<file path="src/common/phy_rx_pkg.sv">
package phy_rx_pkg;

    // ------------------------------------------------------------
    // MAC-side modes
    // ------------------------------------------------------------
    typedef enum logic [1:0] {
        MODE_MII    = 2'b00,
        MODE_RMII   = 2'b01,
        MODE_SERIAL = 2'b10
    } mac_mode_t;

    // ------------------------------------------------------------
    // Combined carrier/valid sequencing
    // ------------------------------------------------------------
    typedef enum logic [1:0] {
        CRS_IDLE   = 2'b00,
        CRS_ACTIVE = 2'b01,
        CRS_DRAIN  = 2'b10
    } crs_state_t;

    // ------------------------------------------------------------
    // Timing
    // ------------------------------------------------------------
    localparam int CLOCK_PERIOD_NS = 50;
    localparam int SQE_TIME_NS     = 1000;
    localparam int SQE_CYCLES_INT  = (SQE_TIME_NS / CLOCK_PERIOD_NS < 1) ? 1
                                   : SQE_TIME_NS / CLOCK_PERIOD_NS;
    localparam logic [5:0] SQE_CYCLES = 6'(SQE_CYCLES_INT);
    localparam logic [5:0] SQE_IDLE   = 6'h00;

    // ------------------------------------------------------------
    // Receive clock dividers, counted in reference edges (both edges)
    // ------------------------------------------------------------
    localparam logic [4:0] EDGES_MII100_PERIOD = 5'h02;
    localparam logic [4:0] EDGES_MII100_HIGH   = 5'h01;
    localparam logic [4:0] EDGES_MII10_PERIOD  = 5'h14;
    localparam logic [4:0] EDGES_MII10_HIGH    = 5'h0a;
    localparam logic [4:0] EDGES_SERIAL_PERIOD = 5'h05;
    localparam logic [4:0] EDGES_SERIAL_HIGH   = 5'h03;
    localparam logic [4:0] EDGE_COUNT_RESET    = 5'h00;

    // ------------------------------------------------------------
    // Data values
    // ------------------------------------------------------------
    localparam logic [3:0] RXD_RESET   = 4'h0;
    localparam logic [3:0] RXD_CORRUPT = 4'ha;
    localparam logic [1:0] DIBIT_MASK  = 2'h3;

endpackage

</file>
<file path="src/rtl/rx_clock_gen.sv">
`timescale 1ns/10ps

module rx_clock_gen
    import phy_rx_pkg::*;
(
    // Clock and reset
    input  wire logic       clock,
    input  wire logic       rst,
    // Reference edges and shape
    input  wire logic       ref_edge,
    input  wire logic [4:0] period_edges,
    input  wire logic [4:0] high_edges,
    // Generated clock
    output logic            clk_level,
    output logic            rise_tick,
    output logic            fall_tick
);

    logic [4:0] count_q;
    logic [4:0] count_d;
    logic       level_q;
    logic       level_d;

    // ------------------------------------------------------------
    // Divider
    // ------------------------------------------------------------
    always_comb begin
        count_d = count_q;
        if (ref_edge) begin
            if (count_q + 5'h01 >= period_edges) begin
                count_d = EDGE_COUNT_RESET;
            end else begin
                count_d = count_q + 5'h01;
            end
        end
        level_d = (count_d < high_edges);
    end

    always_ff @(posedge clock) begin
        if (rst) begin
            count_q <= EDGE_COUNT_RESET;
            level_q <= 1'b0;
        end else begin
            count_q <= count_d;
            level_q <= level_d;
        end
    end

    assign clk_level = level_q;
    assign rise_tick = level_d & ~level_q;
    assign fall_tick = ~level_d & level_q;

endmodule

</file>
<file path="src/rtl/phy_mac_receive_interface.sv">
`timescale 1ns/10ps

module phy_mac_receive_interface
    import phy_rx_pkg::*;
(
    // Clock and reset
    input  wire logic       clock,
    input  wire logic       rst,
    // Configuration, static during operation
    input  wire logic [1:0] mode_select,
    input  wire logic       speed_100,
    input  wire logic       full_duplex,
    input  wire logic       heartbeat_enable,
    // Reference clock pin
    input  wire logic       ref_clock_input,
    // Receive path from the line side
    input  wire logic [3:0] line_data,
    input  wire logic       line_valid,
    input  wire logic       line_error,
    input  wire logic       medium_active,
    // Transmit activity from the transmit side
    input  wire logic       tx_active,
    // MAC-side receive pins
    output logic            rx_clock_out,
    output logic            rx_data_valid,
    output logic            rx_error,
    output logic [3:0]      rx_data,
    output logic            carrier_sense,
    output logic            collision,
    // Clock pins toward the system
    output logic            crystal_drive_output,
    output logic            ref_clock_forward_output
);

    // ------------------------------------------------------------
    // Reference clock sampling
    // ------------------------------------------------------------
    logic ref_meta_q;
    logic ref_sync_q;
    logic ref_prev_q;
    logic ref_any_edge;
    logic ref_fall;

    always_ff @(posedge clock) begin
        if (rst) begin
            ref_meta_q <= 1'b0;
            ref_sync_q <= 1'b0;
            ref_prev_q <= 1'b0;
        end else begin
            ref_meta_q <= ref_clock_input;
            ref_sync_q <= ref_meta_q;
            ref_prev_q <= ref_sync_q;
        end
    end

    assign ref_any_edge = ref_sync_q ^ ref_prev_q;
    assign ref_fall     = ~ref_sync_q & ref_prev_q;

    // ------------------------------------------------------------
    // Mode capture
    // ------------------------------------------------------------
    // The mode is taken once after reset so a glitch on the selection
    // cannot switch protocols in the middle of a frame.
    mac_mode_t mode_q;
    mac_mode_t mode_d;
    logic      mode_taken_q;
    logic      mode_taken_d;

    always_comb begin
        mode_d       = mode_q;
        mode_taken_d = 1'b1;
        if (!mode_taken_q) begin
            case (mode_select)
                MODE_RMII:   mode_d = MODE_RMII;
                MODE_SERIAL: mode_d = MODE_SERIAL;
                default:     mode_d = MODE_MII;
            endcase
        end
    end

    always_ff @(posedge clock) begin
        if (rst) begin
            mode_q       <= MODE_MII;
            mode_taken_q <= 1'b0;
        end else begin
            mode_q       <= mode_d;
            mode_taken_q <= mode_taken_d;
        end
    end

    // ------------------------------------------------------------
    // Receive clock generation
    // ------------------------------------------------------------
    logic [4:0] period_edges;
    logic [4:0] high_edges;
    logic       gen_level;
    logic       gen_fall;

    assign period_edges = (mode_q == MODE_SERIAL) ? EDGES_SERIAL_PERIOD :
                          speed_100 ? EDGES_MII100_PERIOD : EDGES_MII10_PERIOD;
    assign high_edges   = (mode_q == MODE_SERIAL) ? EDGES_SERIAL_HIGH :
                          speed_100 ? EDGES_MII100_HIGH : EDGES_MII10_HIGH;

    rx_clock_gen i_rx_clock_gen (
        .clock        (clock),
        .rst          (rst),
        .ref_edge     (ref_any_edge),
        .period_edges (period_edges),
        .high_edges   (high_edges),
        .clk_level    (gen_level),
        .rise_tick    (),
        .fall_tick    (gen_fall)
    );

    // Data, valid, error and carrier change on the falling edge of their timing clock so the MAC
    // samples them on the rising edge with the low time as setup: half a period, two fifths in serial mode.
    logic data_tick;
    logic is_rmii;

    assign is_rmii   = (mode_q == MODE_RMII);
    assign data_tick = is_rmii ? ref_fall : gen_fall;

    // ------------------------------------------------------------
    // Combined carrier/valid sequencer
    // ------------------------------------------------------------
    crs_state_t crs_state_q;
    crs_state_t crs_state_d;
    logic       crs_toggle_q;
    logic       crs_toggle_d;

    always_comb begin
        crs_state_d  = crs_state_q;
        crs_toggle_d = crs_toggle_q;
        if (data_tick) begin
            case (crs_state_q)
                CRS_IDLE: begin
                    crs_toggle_d = 1'b0;
                    if (medium_active) begin
                        crs_state_d = CRS_ACTIVE;
                    end
                end
                CRS_ACTIVE: begin
                    crs_toggle_d = 1'b0;
                    if (!medium_active) begin
                        crs_state_d = line_valid ? CRS_DRAIN : CRS_IDLE;
                    end
                end
                CRS_DRAIN: begin
                    // Carrier gone but data pending: alternate per dibit.
                    crs_toggle_d = ~crs_toggle_q;
                    if (!line_valid) begin
                        crs_state_d  = CRS_IDLE;
                        crs_toggle_d = 1'b0;
                    end
                end
                default: begin
                    crs_state_d  = CRS_IDLE;
                    crs_toggle_d = 1'b0;
                end
            endcase
        end
    end

    always_ff @(posedge clock) begin
        if (rst) begin
            crs_state_q  <= CRS_IDLE;
            crs_toggle_q <= 1'b0;
        end else begin
            crs_state_q  <= crs_state_d;
            crs_toggle_q <= crs_toggle_d;
        end
    end

    // ------------------------------------------------------------
    // Receive data path
    // ------------------------------------------------------------
    logic [3:0] rxd_q;
    logic [3:0] rxd_d;
    logic       dv_q;
    logic       dv_d;
    logic       er_q;
    logic       er_d;
    logic       crs_q;
    logic       crs_d;
    logic       bad_symbol;

    assign bad_symbol = line_error & line_valid;

    always_comb begin
        rxd_d = rxd_q;
        dv_d  = dv_q;
        er_d  = er_q;
        crs_d = crs_q;
        if (data_tick) begin
            case (mode_q)
                MODE_RMII: begin
                    dv_d  = line_valid;
                    er_d  = speed_100 & bad_symbol;
                    rxd_d = {2'b00, line_data[1:0]};
                    if (bad_symbol) begin
                        rxd_d = {2'b00, RXD_CORRUPT[1:0] & DIBIT_MASK};
                    end
                    crs_d = (crs_state_d == CRS_ACTIVE) |
                            ((crs_state_d == CRS_DRAIN) & ~crs_toggle_d);
                end
                MODE_SERIAL: begin
                    dv_d  = 1'b0;
                    er_d  = 1'b0;
                    crs_d = medium_active;
                    rxd_d = {3'b000, line_data[0] & medium_active};
                end
                default: begin
                    dv_d  = line_valid;
                    er_d  = speed_100 & bad_symbol;
                    rxd_d = line_valid ? line_data : RXD_RESET;
                    if (bad_symbol) begin
                        rxd_d = RXD_CORRUPT;
                    end
                    crs_d = medium_active;
                end
            endcase
        end
    end

    always_ff @(posedge clock) begin
        if (rst) begin
            rxd_q <= RXD_RESET;
            dv_q  <= 1'b0;
            er_q  <= 1'b0;
            crs_q <= 1'b0;
        end else begin
            rxd_q <= rxd_d;
            dv_q  <= dv_d;
            er_q  <= er_d;
            crs_q <= crs_d;
        end
    end

    // ------------------------------------------------------------
    // Collision and heartbeat
    // ------------------------------------------------------------
    logic       tx_prev_q;
    logic       col_q;
    logic       col_d;
    logic [5:0] sqe_q;
    logic [5:0] sqe_d;
    logic       sqe_allowed;

    assign sqe_allowed = (mode_q != MODE_RMII) & ~speed_100 & ~full_duplex & heartbeat_enable;

    always_comb begin
        sqe_d = sqe_q;
        if (!sqe_allowed) begin
            sqe_d = SQE_IDLE;
        end else if (tx_prev_q & ~tx_active) begin
            sqe_d = SQE_CYCLES;
        end else if (sqe_q != SQE_IDLE) begin
            sqe_d = sqe_q - 6'h01;
        end
        col_d = 1'b0;
        if (!is_rmii && !full_duplex) begin
            // Same rule in both modes; serial is always half speed.
            col_d = (tx_active & medium_active) | (sqe_q != SQE_IDLE);
        end
    end

    always_ff @(posedge clock) begin
        if (rst) begin
            tx_prev_q <= 1'b0;
            sqe_q     <= SQE_IDLE;
            col_q     <= 1'b0;
        end else begin
            tx_prev_q <= tx_active;
            sqe_q     <= sqe_d;
            col_q     <= col_d;
        end
    end

    // ------------------------------------------------------------
    // Clock outputs and pins
    // ------------------------------------------------------------
    logic rxclk_q;
    logic rxclk_d;
    logic fwd_q;
    logic xdrv_q;

    always_comb begin
        rxclk_d = is_rmii ? 1'b0 : gen_level;
    end

    // The forwarded clock carries the resampled reference, so its edges
    // land on the internal clock grid; jitter is one internal period.
    always_ff @(posedge clock) begin
        if (rst) begin
            rxclk_q <= 1'b0;
            fwd_q   <= 1'b0;
            xdrv_q  <= 1'b1;
        end else begin
            rxclk_q <= rxclk_d;
            fwd_q   <= ref_sync_q;
            xdrv_q  <= ~ref_sync_q;
        end
    end

    assign rx_clock_out             = rxclk_q;
    assign rx_data_valid            = dv_q;
    assign rx_error                 = er_q;
    assign rx_data                  = rxd_q;
    assign carrier_sense            = crs_q;
    assign collision                = col_q;
    assign crystal_drive_output     = xdrv_q;
    assign ref_clock_forward_output = fwd_q;

endmodule

</file>
<file path="config.mk">
export PLATFORM = sky130hd
export DESIGN_NAME = phy_mac_receive_interface
export DESIGN_NICKNAME = d
export VERILOG_FILES = /design/src/common/phy_rx_pkg.sv /design/src/rtl/rx_clock_gen.sv /design/src/rtl/phy_mac_receive_interface.sv
export SDC_FILE = /design/constraint.sdc
export NUM_CORES = 1
export LEC_CHECK = 0
export CAP_MARGIN = 20
export CELL_PAD_IN_SITES_DETAIL_PLACEMENT = 1
export CELL_PAD_IN_SITES_GLOBAL_PLACEMENT = 2
export CORE_MARGIN = 1
export CORE_UTILIZATION = 40
export DETAILED_ROUTE_END_ITERATION = 12
export DONT_BUFFER_PORTS = 1
export GPL_ROUTABILITY_DRIVEN = 1
export PLACE_DENSITY = 0.87
export SETUP_SLACK_MARGIN = 0.02
export SLEW_MARGIN = 30
export SYNTH_ARGS = -nofsm -noshare
export SYNTH_HDL_FRONTEND = slang
export SYNTH_SLANG_ARGS = --single-unit
</file>
<file path="constraint.sdc">
create_clock -name clock -period 9.5 [get_ports clock]
set_input_delay 2.375 -clock clock [delete_from_list [all_inputs] [get_ports clock]]
set_output_delay 2.375 -clock clock [all_outputs]
set_load 0.005 [all_outputs]
</file>
# Word level (Yosys, flattened, before mapping)
# Index checks and enable logic that the tools add are counted.
dict set report word_totals {
  regBits 32
  latch_bits 0
  ram_bits 0
  romBits 0
  in_bits 16
  out_inout_bits 11
  mem_count 0
}
dict set report op_classes {
  n_addsub 2
  multipliers 0
  div 0
  magnitude_cmp 2
  n_eq_ne 9
  shifts 0
  n_mux 27
  bitwise_logic 23
  reduce_logical 10
}
# cell n
set ops {}
lappend ops {{$mux 5} 6}
lappend ops {{$mux 4} 4}
lappend ops {{$mux 2} 6}
lappend ops {{$and 1x1->1} 11}
lappend ops {{$not 1->1} 9}
lappend ops {{$eq 2x1->1 const B} 4}
lappend ops {{$eq 2x2->1 const B} 4}
lappend ops {{$mux 1} 8}
lappend ops {{$pmux 4 s2} 1}
lappend ops {{$pmux 2 s3} 1}
lappend ops {{$reduce_bool 6->1} 1}
lappend ops {{$reduce_or 2->1} 3}
lappend ops {{$sub 6x1->6 const B} 1}
lappend ops {{$add 5x1->5 const B} 1}
lappend ops {{$ge 5x5->1} 1}
lappend ops {{$lt 5x4->1} 1}
lappend ops {{$pmux 2 s2} 1}
lappend ops {{$reduce_or 3->1} 1}
lappend ops {{$logic_not 1->1} 2}
lappend ops {{$logic_not 2->1} 1}
lappend ops {{$ne 2x1->1 const B} 1}
lappend ops {{$or 1x1->1} 2}
lappend ops {{$reduce_bool 2->1} 1}
lappend ops {{$logic_and 1x1->1} 1}
lappend ops {{$xor 1x1->1} 1}

# Depth between registers and ports, before layout
# Gate-level depths: netlist of run 1.
dict set report depth {
  depth_word 14
  mapped_depth 16
  depth_no_buf 15
}

# Modules after synthesis
# From an unflattened synthesis of run 1, not the netlist that was laid out.
dict set report unflattened {
  cells_unflattened 198
  area_unflattened_um2 1705.4
}
# module instances cells_each area_each_um2 seq_area_each_um2
set by_module_without_submodules {}
lappend by_module_without_submodules {phy_mac_receive_interface 1 131 1167.4 520.5}
lappend by_module_without_submodules {rx_clock_gen 1 67 538.0 120.1}

# Worst setup path before layout of run 1
# OpenSTA, ideal clock, no wires.
dict set report synth_path {
  path_type {input to register}
  from {in speed_100}
  to {reg crs_toggle_q}
  setup_ns 0.121
  t_arrival_ns 5.243
  required_ns 9.379
  slack_ns 4.136
  cell_stages 14
  path_buffers 1
  cell_sequence {nand2b_1 ha_1 a21o_1 a2111o_2 o21ai_2 nand2_1 o21ai_0 ha_1 a211oi_1 nor2_1 a2111o_1 a22oi_2 buf_6 mux2_4}
}
dict set report synth_between {
  elab_chain_len 10
  elab_cells_between_ends 12
  cone_classes {order compare (2); mux (8); bitwise (2)}
}
# item line_no
set synth_rtl {}
lappend synth_rtl {{from (decl)} phy_mac_receive_interface.sv:11} ;# input wire logic speed_100,
lappend synth_rtl {{$mux 5} phy_mac_receive_interface.sv:100} ;# speed_100 ? EDGES_MII100_PERIOD : EDGES_MII10_PERIOD;
lappend synth_rtl {{$mux 5} phy_mac_receive_interface.sv:99} ;# assign period_edges = (mode_q == MODE_SERIAL) ? EDGES_SERIAL_PERIOD :
lappend synth_rtl {{$ge 5x5->1} rx_clock_gen.sv:30} ;# if (count_q + 5'h01 >= period_edges) begin
lappend synth_rtl {{$mux 5} rx_clock_gen.sv:30}
lappend synth_rtl {{$mux 5} rx_clock_gen.sv:29} ;# if (ref_edge) begin
lappend synth_rtl {{named net i_rx_clock_gen.count_d[1]} rx_clock_gen.sv:20} ;# logic [4:0] count_d;
lappend synth_rtl {{$lt 5x4->1} rx_clock_gen.sv:36} ;# level_d = (count_d < high_edges);
lappend synth_rtl {{$not 1->1} rx_clock_gen.sv:51} ;# assign fall_tick = ~level_d & level_q;
lappend synth_rtl {{$and 1x1->1} rx_clock_gen.sv:51}
lappend synth_rtl {{$mux 1} phy_mac_receive_interface.sv:121} ;# assign data_tick = is_rmii ? ref_fall : gen_fall;
lappend synth_rtl {{$mux 1} phy_mac_receive_interface.sv:134} ;# if (data_tick) begin
lappend synth_rtl {{to (signal assigned)} phy_mac_receive_interface.sv:170} ;# crs_toggle_q <= crs_toggle_d;
lappend synth_rtl {{to (decl)} phy_mac_receive_interface.sv:128} ;# logic crs_toggle_q;
# The timed path passes the listed nets, and every way through them passes these cells.
# A chain may end at the register's enable or synchronous reset.

# Worst setup path in the final report of run 1
# Ends and elaborated chain as after synthesis.

==> impl_metrics.yaml, run 1 <==
worst_hold_path:
  hp-class: "flop to flop"
pwr:
  p_int_uw: 208
  power_density_nw_per_um2: 152
  combPwrFrac_pct: 9.9
  p_sw_uw: 64.7
  leakagePower_nw: 0.762
  clkPwrFrac_pct: 38.6
  switching_share_pct: 23.7
  seq_power_share_pct: 51.5
  vdd_drop_max_v: 0.000109
logic_synthesis:
  ys.flop_type: "dfxtp_1"
  yosysTopAreaCell: "dfxtp_1"
  synthArstFlopShare_pct: 0
  synth_warnings: 0
  synth_area_um2: 1670
  syn_area_per_cell_um2: 8.62
  synthCells: 194
  synthDistinctLibCells: 41
  netlist.area_leader.share_pct: 38.3
  synthesis.nets: 222
  synthTopCellsByArea: "dfxtp_1 (38%), ha_1 (9.0%), mux2i_1 (4.8%), nand2_1 (4.5%), nand2b_1 (4.1%)"
  ys_ff_latch: 32
  synth-seq-area-share_pct: 38.3
  synth-edff-count: 0
setup_path:
  crit_type: "primary input to flop"
  worstPathBufferInverterCount: 0
  required_ns: 9.67
  start_kind: "primary input"
  end_kind: "flop"
  critPathSlowestCell: "a22oi_2"
  path_cells: "nand2b_1, ha_1, a21o_1, a2111o_2, o21ai_2, nand2_1, o21ai_0, ha_1, a211oi_1, nor2_1, a2111o_1, a22oi_2, mux2_4"
  cp_common_cell: "ha_1"
  critPathMaxStageDelay_ns: 0.65
  cp.arrival_ns: 5.88
  cp_top_family: "compound AO/OA/AOI/OAI gates"
  critPathMaxFanout: 10
detailed_routing:
  drt_iter0_markers: 36
  drtAntennaViolNets: 0
  viasPerCell: 5.46
  finalWirelength_um: 4020
  route.detailed.drc: 0
  wire_per_inst_um: 16.2
  drtPass1Iterations: 4
  vias: 1353
clocking:
  cts_tree: "built"
  post_cts_buffers: 0
  numCtsBuffers: 5
  insertion_delay_ns: 0.28
  cts_resized: 0
  clock_path_buffers: 2
  clock_sinks: 32
  ctsHoldBuffers: 0
  clk_pin_slew_ns: 0.06
  ctsHtreeMaxLevel: 2
  root_buffer: "clkbuf_8"
die:
  fp.dieArea_um2: 4440
  initial_utilization_pct: 41.8
  ios: 27
  core_um2: 4000
  die_h_um: 66.7
  die_x_um: 66.7
  row_count: 23
sta:
  hold_viol_final: 0
  drv_slew: 0
  relSlewSlack_pct: 47.7
  fin_skew_ns: 0.00426
  max_slew.worst_pin.slew_ns: 0.784
  setup_tns_ns: 0
  setup_viol: 0
  fmax_mhz: 175
  finalCritPeriodShare_pct: 60.1
  finalCriticalPeriod_ns: 5.71
  rsz0062_at_grt: "no"
layout:
  num_antenna_cells: 0
  nFillCells: 485
  multi_input_area_um2: 952
  final_common_cell: "dfxtp_1"
  drive_gt1_share_pct: 7.07
  fin_area_um2: 1800
  nets: 225
  seq_area_um2: 641
  final_cell_mix: "dfxtp_1 (32), nand2_1 (20), nor2_1 (18)"
  area_growth_pct: 7.70
place:
  placed_cell_area_um2: 1710
  hpwl_um: 3140
  place.gp.congestion: 0.895
  port_buffers: 0
run:
  cap_violations: 0
outcome:
  status: "complete, no violations"
global_routing:
  grt_max_degree: 18
  grt_pass1_wl_um: 6670
  grt_overflow: 0
  grt_pass1_vias: 1450
  grt_antenna_before_repair: 0
  grtUsageTotal_pct: 20.5
## cell type report
cell class	instances	area share, %
Multi-Input combinational cell	143	52.8
Sequential cell	32	35.6
Clock buffer	8	5.00
Tap cell	50	3.47
Inverter	15	3.12
## synth_stat cells (2+ instances only)
| library cell | n |
|---|---|
| a211oi_1 | 2 |
| a21oi_1 | 7 |
| a31oi_1 | 3 |
| and2_1 | 5 |
| clkbuf_1 | 2 |
| dfxtp_1 | 32 |
| ha_1 | 12 |
| inv_1 | 14 |
| mux2i_1 | 8 |
| nand2_1 | 20 |
| nand2b_1 | 11 |
| nand3_1 | 4 |
| nand3b_1 | 4 |
| nor2_1 | 18 |
| nor2b_1 | 7 |
| nor3_1 | 4 |
| nor3b_1 | 2 |
| o21ai_0 | 9 |
| o22ai_1 | 2 |
| or3_1 | 2 |
| xnor2_1 | 5 |
| xor2_1 | 2 |
## power by group through the flow
stage | clock, mW | combinational, mW | sequential (mW)
6_report | 0.105 | 0.0270 | 0.141
5_1_grt | 0.116 | 0.0300 | 0.141
4_1_cts | 0.108 | 0.0273 | 0.141
3_5_place_dp | 0 | 0.0271 | 0.144
3_3_place_gp | 0 | 0.0256 | 0.143
2_1_floorplan | 0 | 0.0224 | 0.143
## metrics by stage
step,total power [mW],instances,hold slack [ns],setup WS (ns),utilization (%)
2_1_floorplan,0.165,194,0.378,4.14,-
3_3_place_gp,0.169,240,0.389,3.75,42.8
6_report,0.273,248,0.415,3.79,45.0
4_1_cts,0.276,248,0.421,3.80,45.0
3_5_place_dp,0.171,240,0.403,3.50,42.8
5_1_grt,0.287,248,0.446,3.59,45.0
## logic make-up (layout without fill, tap and decap cells)
logic type	Yosys count	count (layout)	share of synthesized area, %
simple gates	81	81	24.8
compound gates	34	34	13.8
mux	9	9	5.68
fa+ha+maj	12	12	8.98
flops	32	32	38.3
buf+inv	19	23	4.79
xor+xnor	7	7	3.66
## metal layers
layer  up-vias  part of all wire, %  GRT usage [%]
met5         -                    0              0
li1        668                    -              -
met4         0                  2.4           8.51
met2        28                   50           36.6
met1       648                   43           22.0
met3         9                  4.8           6.34
## state kept, by name (all words and copies together) (netlist names), 2 cells and up
| name | count |
|---|---|
| i_rx_clock_gen.count_q | 5 |
| crs_state_q | 2 |
| mode_q | 2 |
| rx_data | 4 |
| sqe_q | 6 |
## path summary, 6_finish.rpt
| path | startpoint | end | slack [ns] | depth (start not counted) |
|---|---|---|---|---|
| setup / recovery | speed_100 | crs_toggle_q | 3.79 | 13 |
| hold / removal | ref_sync_q | crystal_drive_output | 0.41 | 1 |
| setup reg to reg | mode_q[0] | crs_toggle_q | 5.04 | 15 |
| hold reg to reg | ref_sync_q | crystal_drive_output | 0.41 | 1 |
No activity file was read; power rests on OpenSTA's default activity.
==> run 2, diff against run 1 <==
CORE_UTILIZATION = 33   (was 40)
PLACE_DENSITY = 0.77   (was 0.87)
clock period = 5.1 ns   (was 9.5 ns; I/O delays follow)
==> run 2 against run 1 <==
- worst setup slack worse by 3.0 ns
- hold slack got worse by 0.0062 ns
- via count rose by 1.4%
- count of clock-buffer cells in the layout decreased by 3
- utilization is 6.3 points lower
- combinational power increased by 90%
- global-route usage is 3.2 points lower
- die area grew 21%
- first-iteration DRC count increased by 22%
- critical path type unchanged
==> impl_metrics.yaml, run 2 (synthesis results as in run 1) <==
clocking:
  clock_sinks: 32
  cts_resized: 0
  insertion_delay_ns: 0.28
  clk_pin_slew_ns: 0.07
  root_buffer: "clkbuf_8"
  clock_path_buffers: 2
  ctsHoldBuffers: 0
  post_cts_buffers: 0
  ctsHtreeMaxLevel: 2
  cts_tree: "built"
  numCtsBuffers: 5
layout:
  final_common_cell: "dfxtp_1"
  num_antenna_cells: 0
  final_cell_mix: "dfxtp_1 (32), nand2_1 (20), nor2_1 (18)"
  regMostFlops: "sqe_q"
  largest_register_ff_count: 6
  drive_gt1_share_pct: 8.54
  area_growth_pct: 10.7
  fin_area_um2: 1850
  nets: 226
  instances_no_fill: 266
setup_path:
  cp_common_cell: "ha_1"
  r2r_end: "rx_data_valid"
  crit_type: "primary input to flop"
  critPathMaxStageDelay_ns: 0.49
  critPathMaxFanout: 6
  reg2reg_depth: 16
  required_ns: 5.31
  rrSetupSlack_ns: 0.89
  r2r_start: "mode_q[0]"
  end_kind: "flop"
  critPathSlowestCell: "a2111o_2"
  start_kind: "primary input"
  path_cells: "nand2b_1, ha_1, a21o_1, a2111o_2, o21ai_2, nand2_1, o21ai_0, ha_1, a211oi_1, nor2_1, a2111o_1, a22oi_2, buf_4, mux2i_1"
  cp.arrival_ns: 4.57
sta:
  relSlewSlack_pct: 66.2
  hold_viol_final: 0
  fmax_mhz: 229
  max_slew.worst_pin.slew_ns: 0.506
  drv_slew: 0
  finalCritPeriodShare_pct: 85.5
  finalCriticalPeriod_ns: 4.36
  fin_skew_ns: 0.00393
  setup_tns_ns: 0
  rsz0062_at_grt: "no"
  setup_viol: 0
detailed_routing:
  wire_per_inst_um: 15.1
  drtPass1Iterations: 4
  finalWirelength_um: 4010
  vias: 1372
  drtAntennaViolNets: 0
  viasPerCell: 5.16
  drt_iter0_markers: 44
  route.detailed.drc: 0
run:
  cap_violations: 0
place:
  placed_cell_area_um2: 1740
  place.gp.congestion: 0.915
  port_buffers: 0
  hpwl_um: 3020
  place_inst: 258
outcome:
  status: "complete, no violations"
die:
  core_um2: 4790
  ios: 27
  die_h_um: 73.2
  fp.dieArea_um2: 5360
  die_x_um: 73.2
  initial_utilization_pct: 35.0
  row_count: 25
pwr:
  switching_share_pct: 24.1
  clkPwrFrac_pct: 43.9
  p_sw_uw: 134
  seq_power_share_pct: 46.9
  vdd_drop_max_v: 0.000110
  combPwrFrac_pct: 9.2
  power_density_nw_per_um2: 301
  p_int_uw: 423
  leakagePower_nw: 0.775
  power.total_uw: 558
worst_hold_path:
  worstHoldStart: "ref_sync_q"
  min_to: "crystal_drive_output"
  hp-class: "flop to flop"
  worstHoldPathCells: 1
global_routing:
  grt_pass1_wl_um: 6920
  grtUsageTotal_pct: 17.3
  grt_max_degree: 18
  grt_antenna_before_repair: 0
  grt_pass1_vias: 1468
  grt_overflow: 0
[run 2: through the flow]
stage          setup slack, ns  hold slack [ns]  utilization, %
2_1_floorplan            0.836            0.378               -
3_3_place_gp             0.653            0.383            36.4
3_5_place_dp             0.472            0.398            36.4
4_1_cts                  0.739            0.415            38.7
5_1_grt                  0.527            0.433            38.7
6_report                 0.740            0.409            38.7
[run 2: worst max-delay path: cells and delay by family]
kind | cells | cell delay [ns]
AND/OR/NAND/NOR | 3 | 0.23
adder cells (fa/ha/maj) | 2 | 0.58
AO/OA/AOI/OAI | 7 | 2.04
buffers and inverters | 1 | 0.24
multiplexers | 1 | 0.21
[run 2: power groups by stage]
stage | combinational (mW) | clock, mW | sequential (mW)
5_1_grt | 0.0584 | 0.265 | 0.262
4_1_cts | 0.0518 | 0.252 | 0.262
6_report | 0.0514 | 0.245 | 0.262
2_1_floorplan | 0.0417 | 0 | 0.266
3_3_place_gp | 0.0487 | 0 | 0.267
3_5_place_dp | 0.0510 | 0 | 0.267
[run 2: layout make-up]
type	instances	area (µm²)
Sequential cell	32	641
Inverter	15	56.3
Clock inverter	3	42.5
Timing Repair Buffer	1	7.51
Clock buffer	5	68.8
Fill cell	580	2930
Multi-Input combinational cell	143	952
Tap cell	67	83.8
[run 2: worst max-delay path by stage]
stage / from / to / depth (start not counted) / slack (ns)
2_1_floorplan: speed_100 / crs_toggle_q / 14 / 0.84
3_3_place_gp: speed_100 / rx_data[0] / 14 / 0.65
3_5_place_dp: speed_100 / rx_data_valid / 14 / 0.47
4_1_cts: speed_100 / rx_data_valid / 14 / 0.74
5_1_grt: speed_100 / rx_data_valid / 14 / 0.53
6_report: speed_100 / rx_data_valid / 14 / 0.74
[run 2: layer usage]
layer  vias up  global-route usage, %  part of all wire [%]
li1        669                      -                     -
met5         -                      0                     0
met4         0                   8.06                   2.0
met1       666                   19.4                    43
met2        28                   30.0                    51
met3         9                   4.97                   4.6
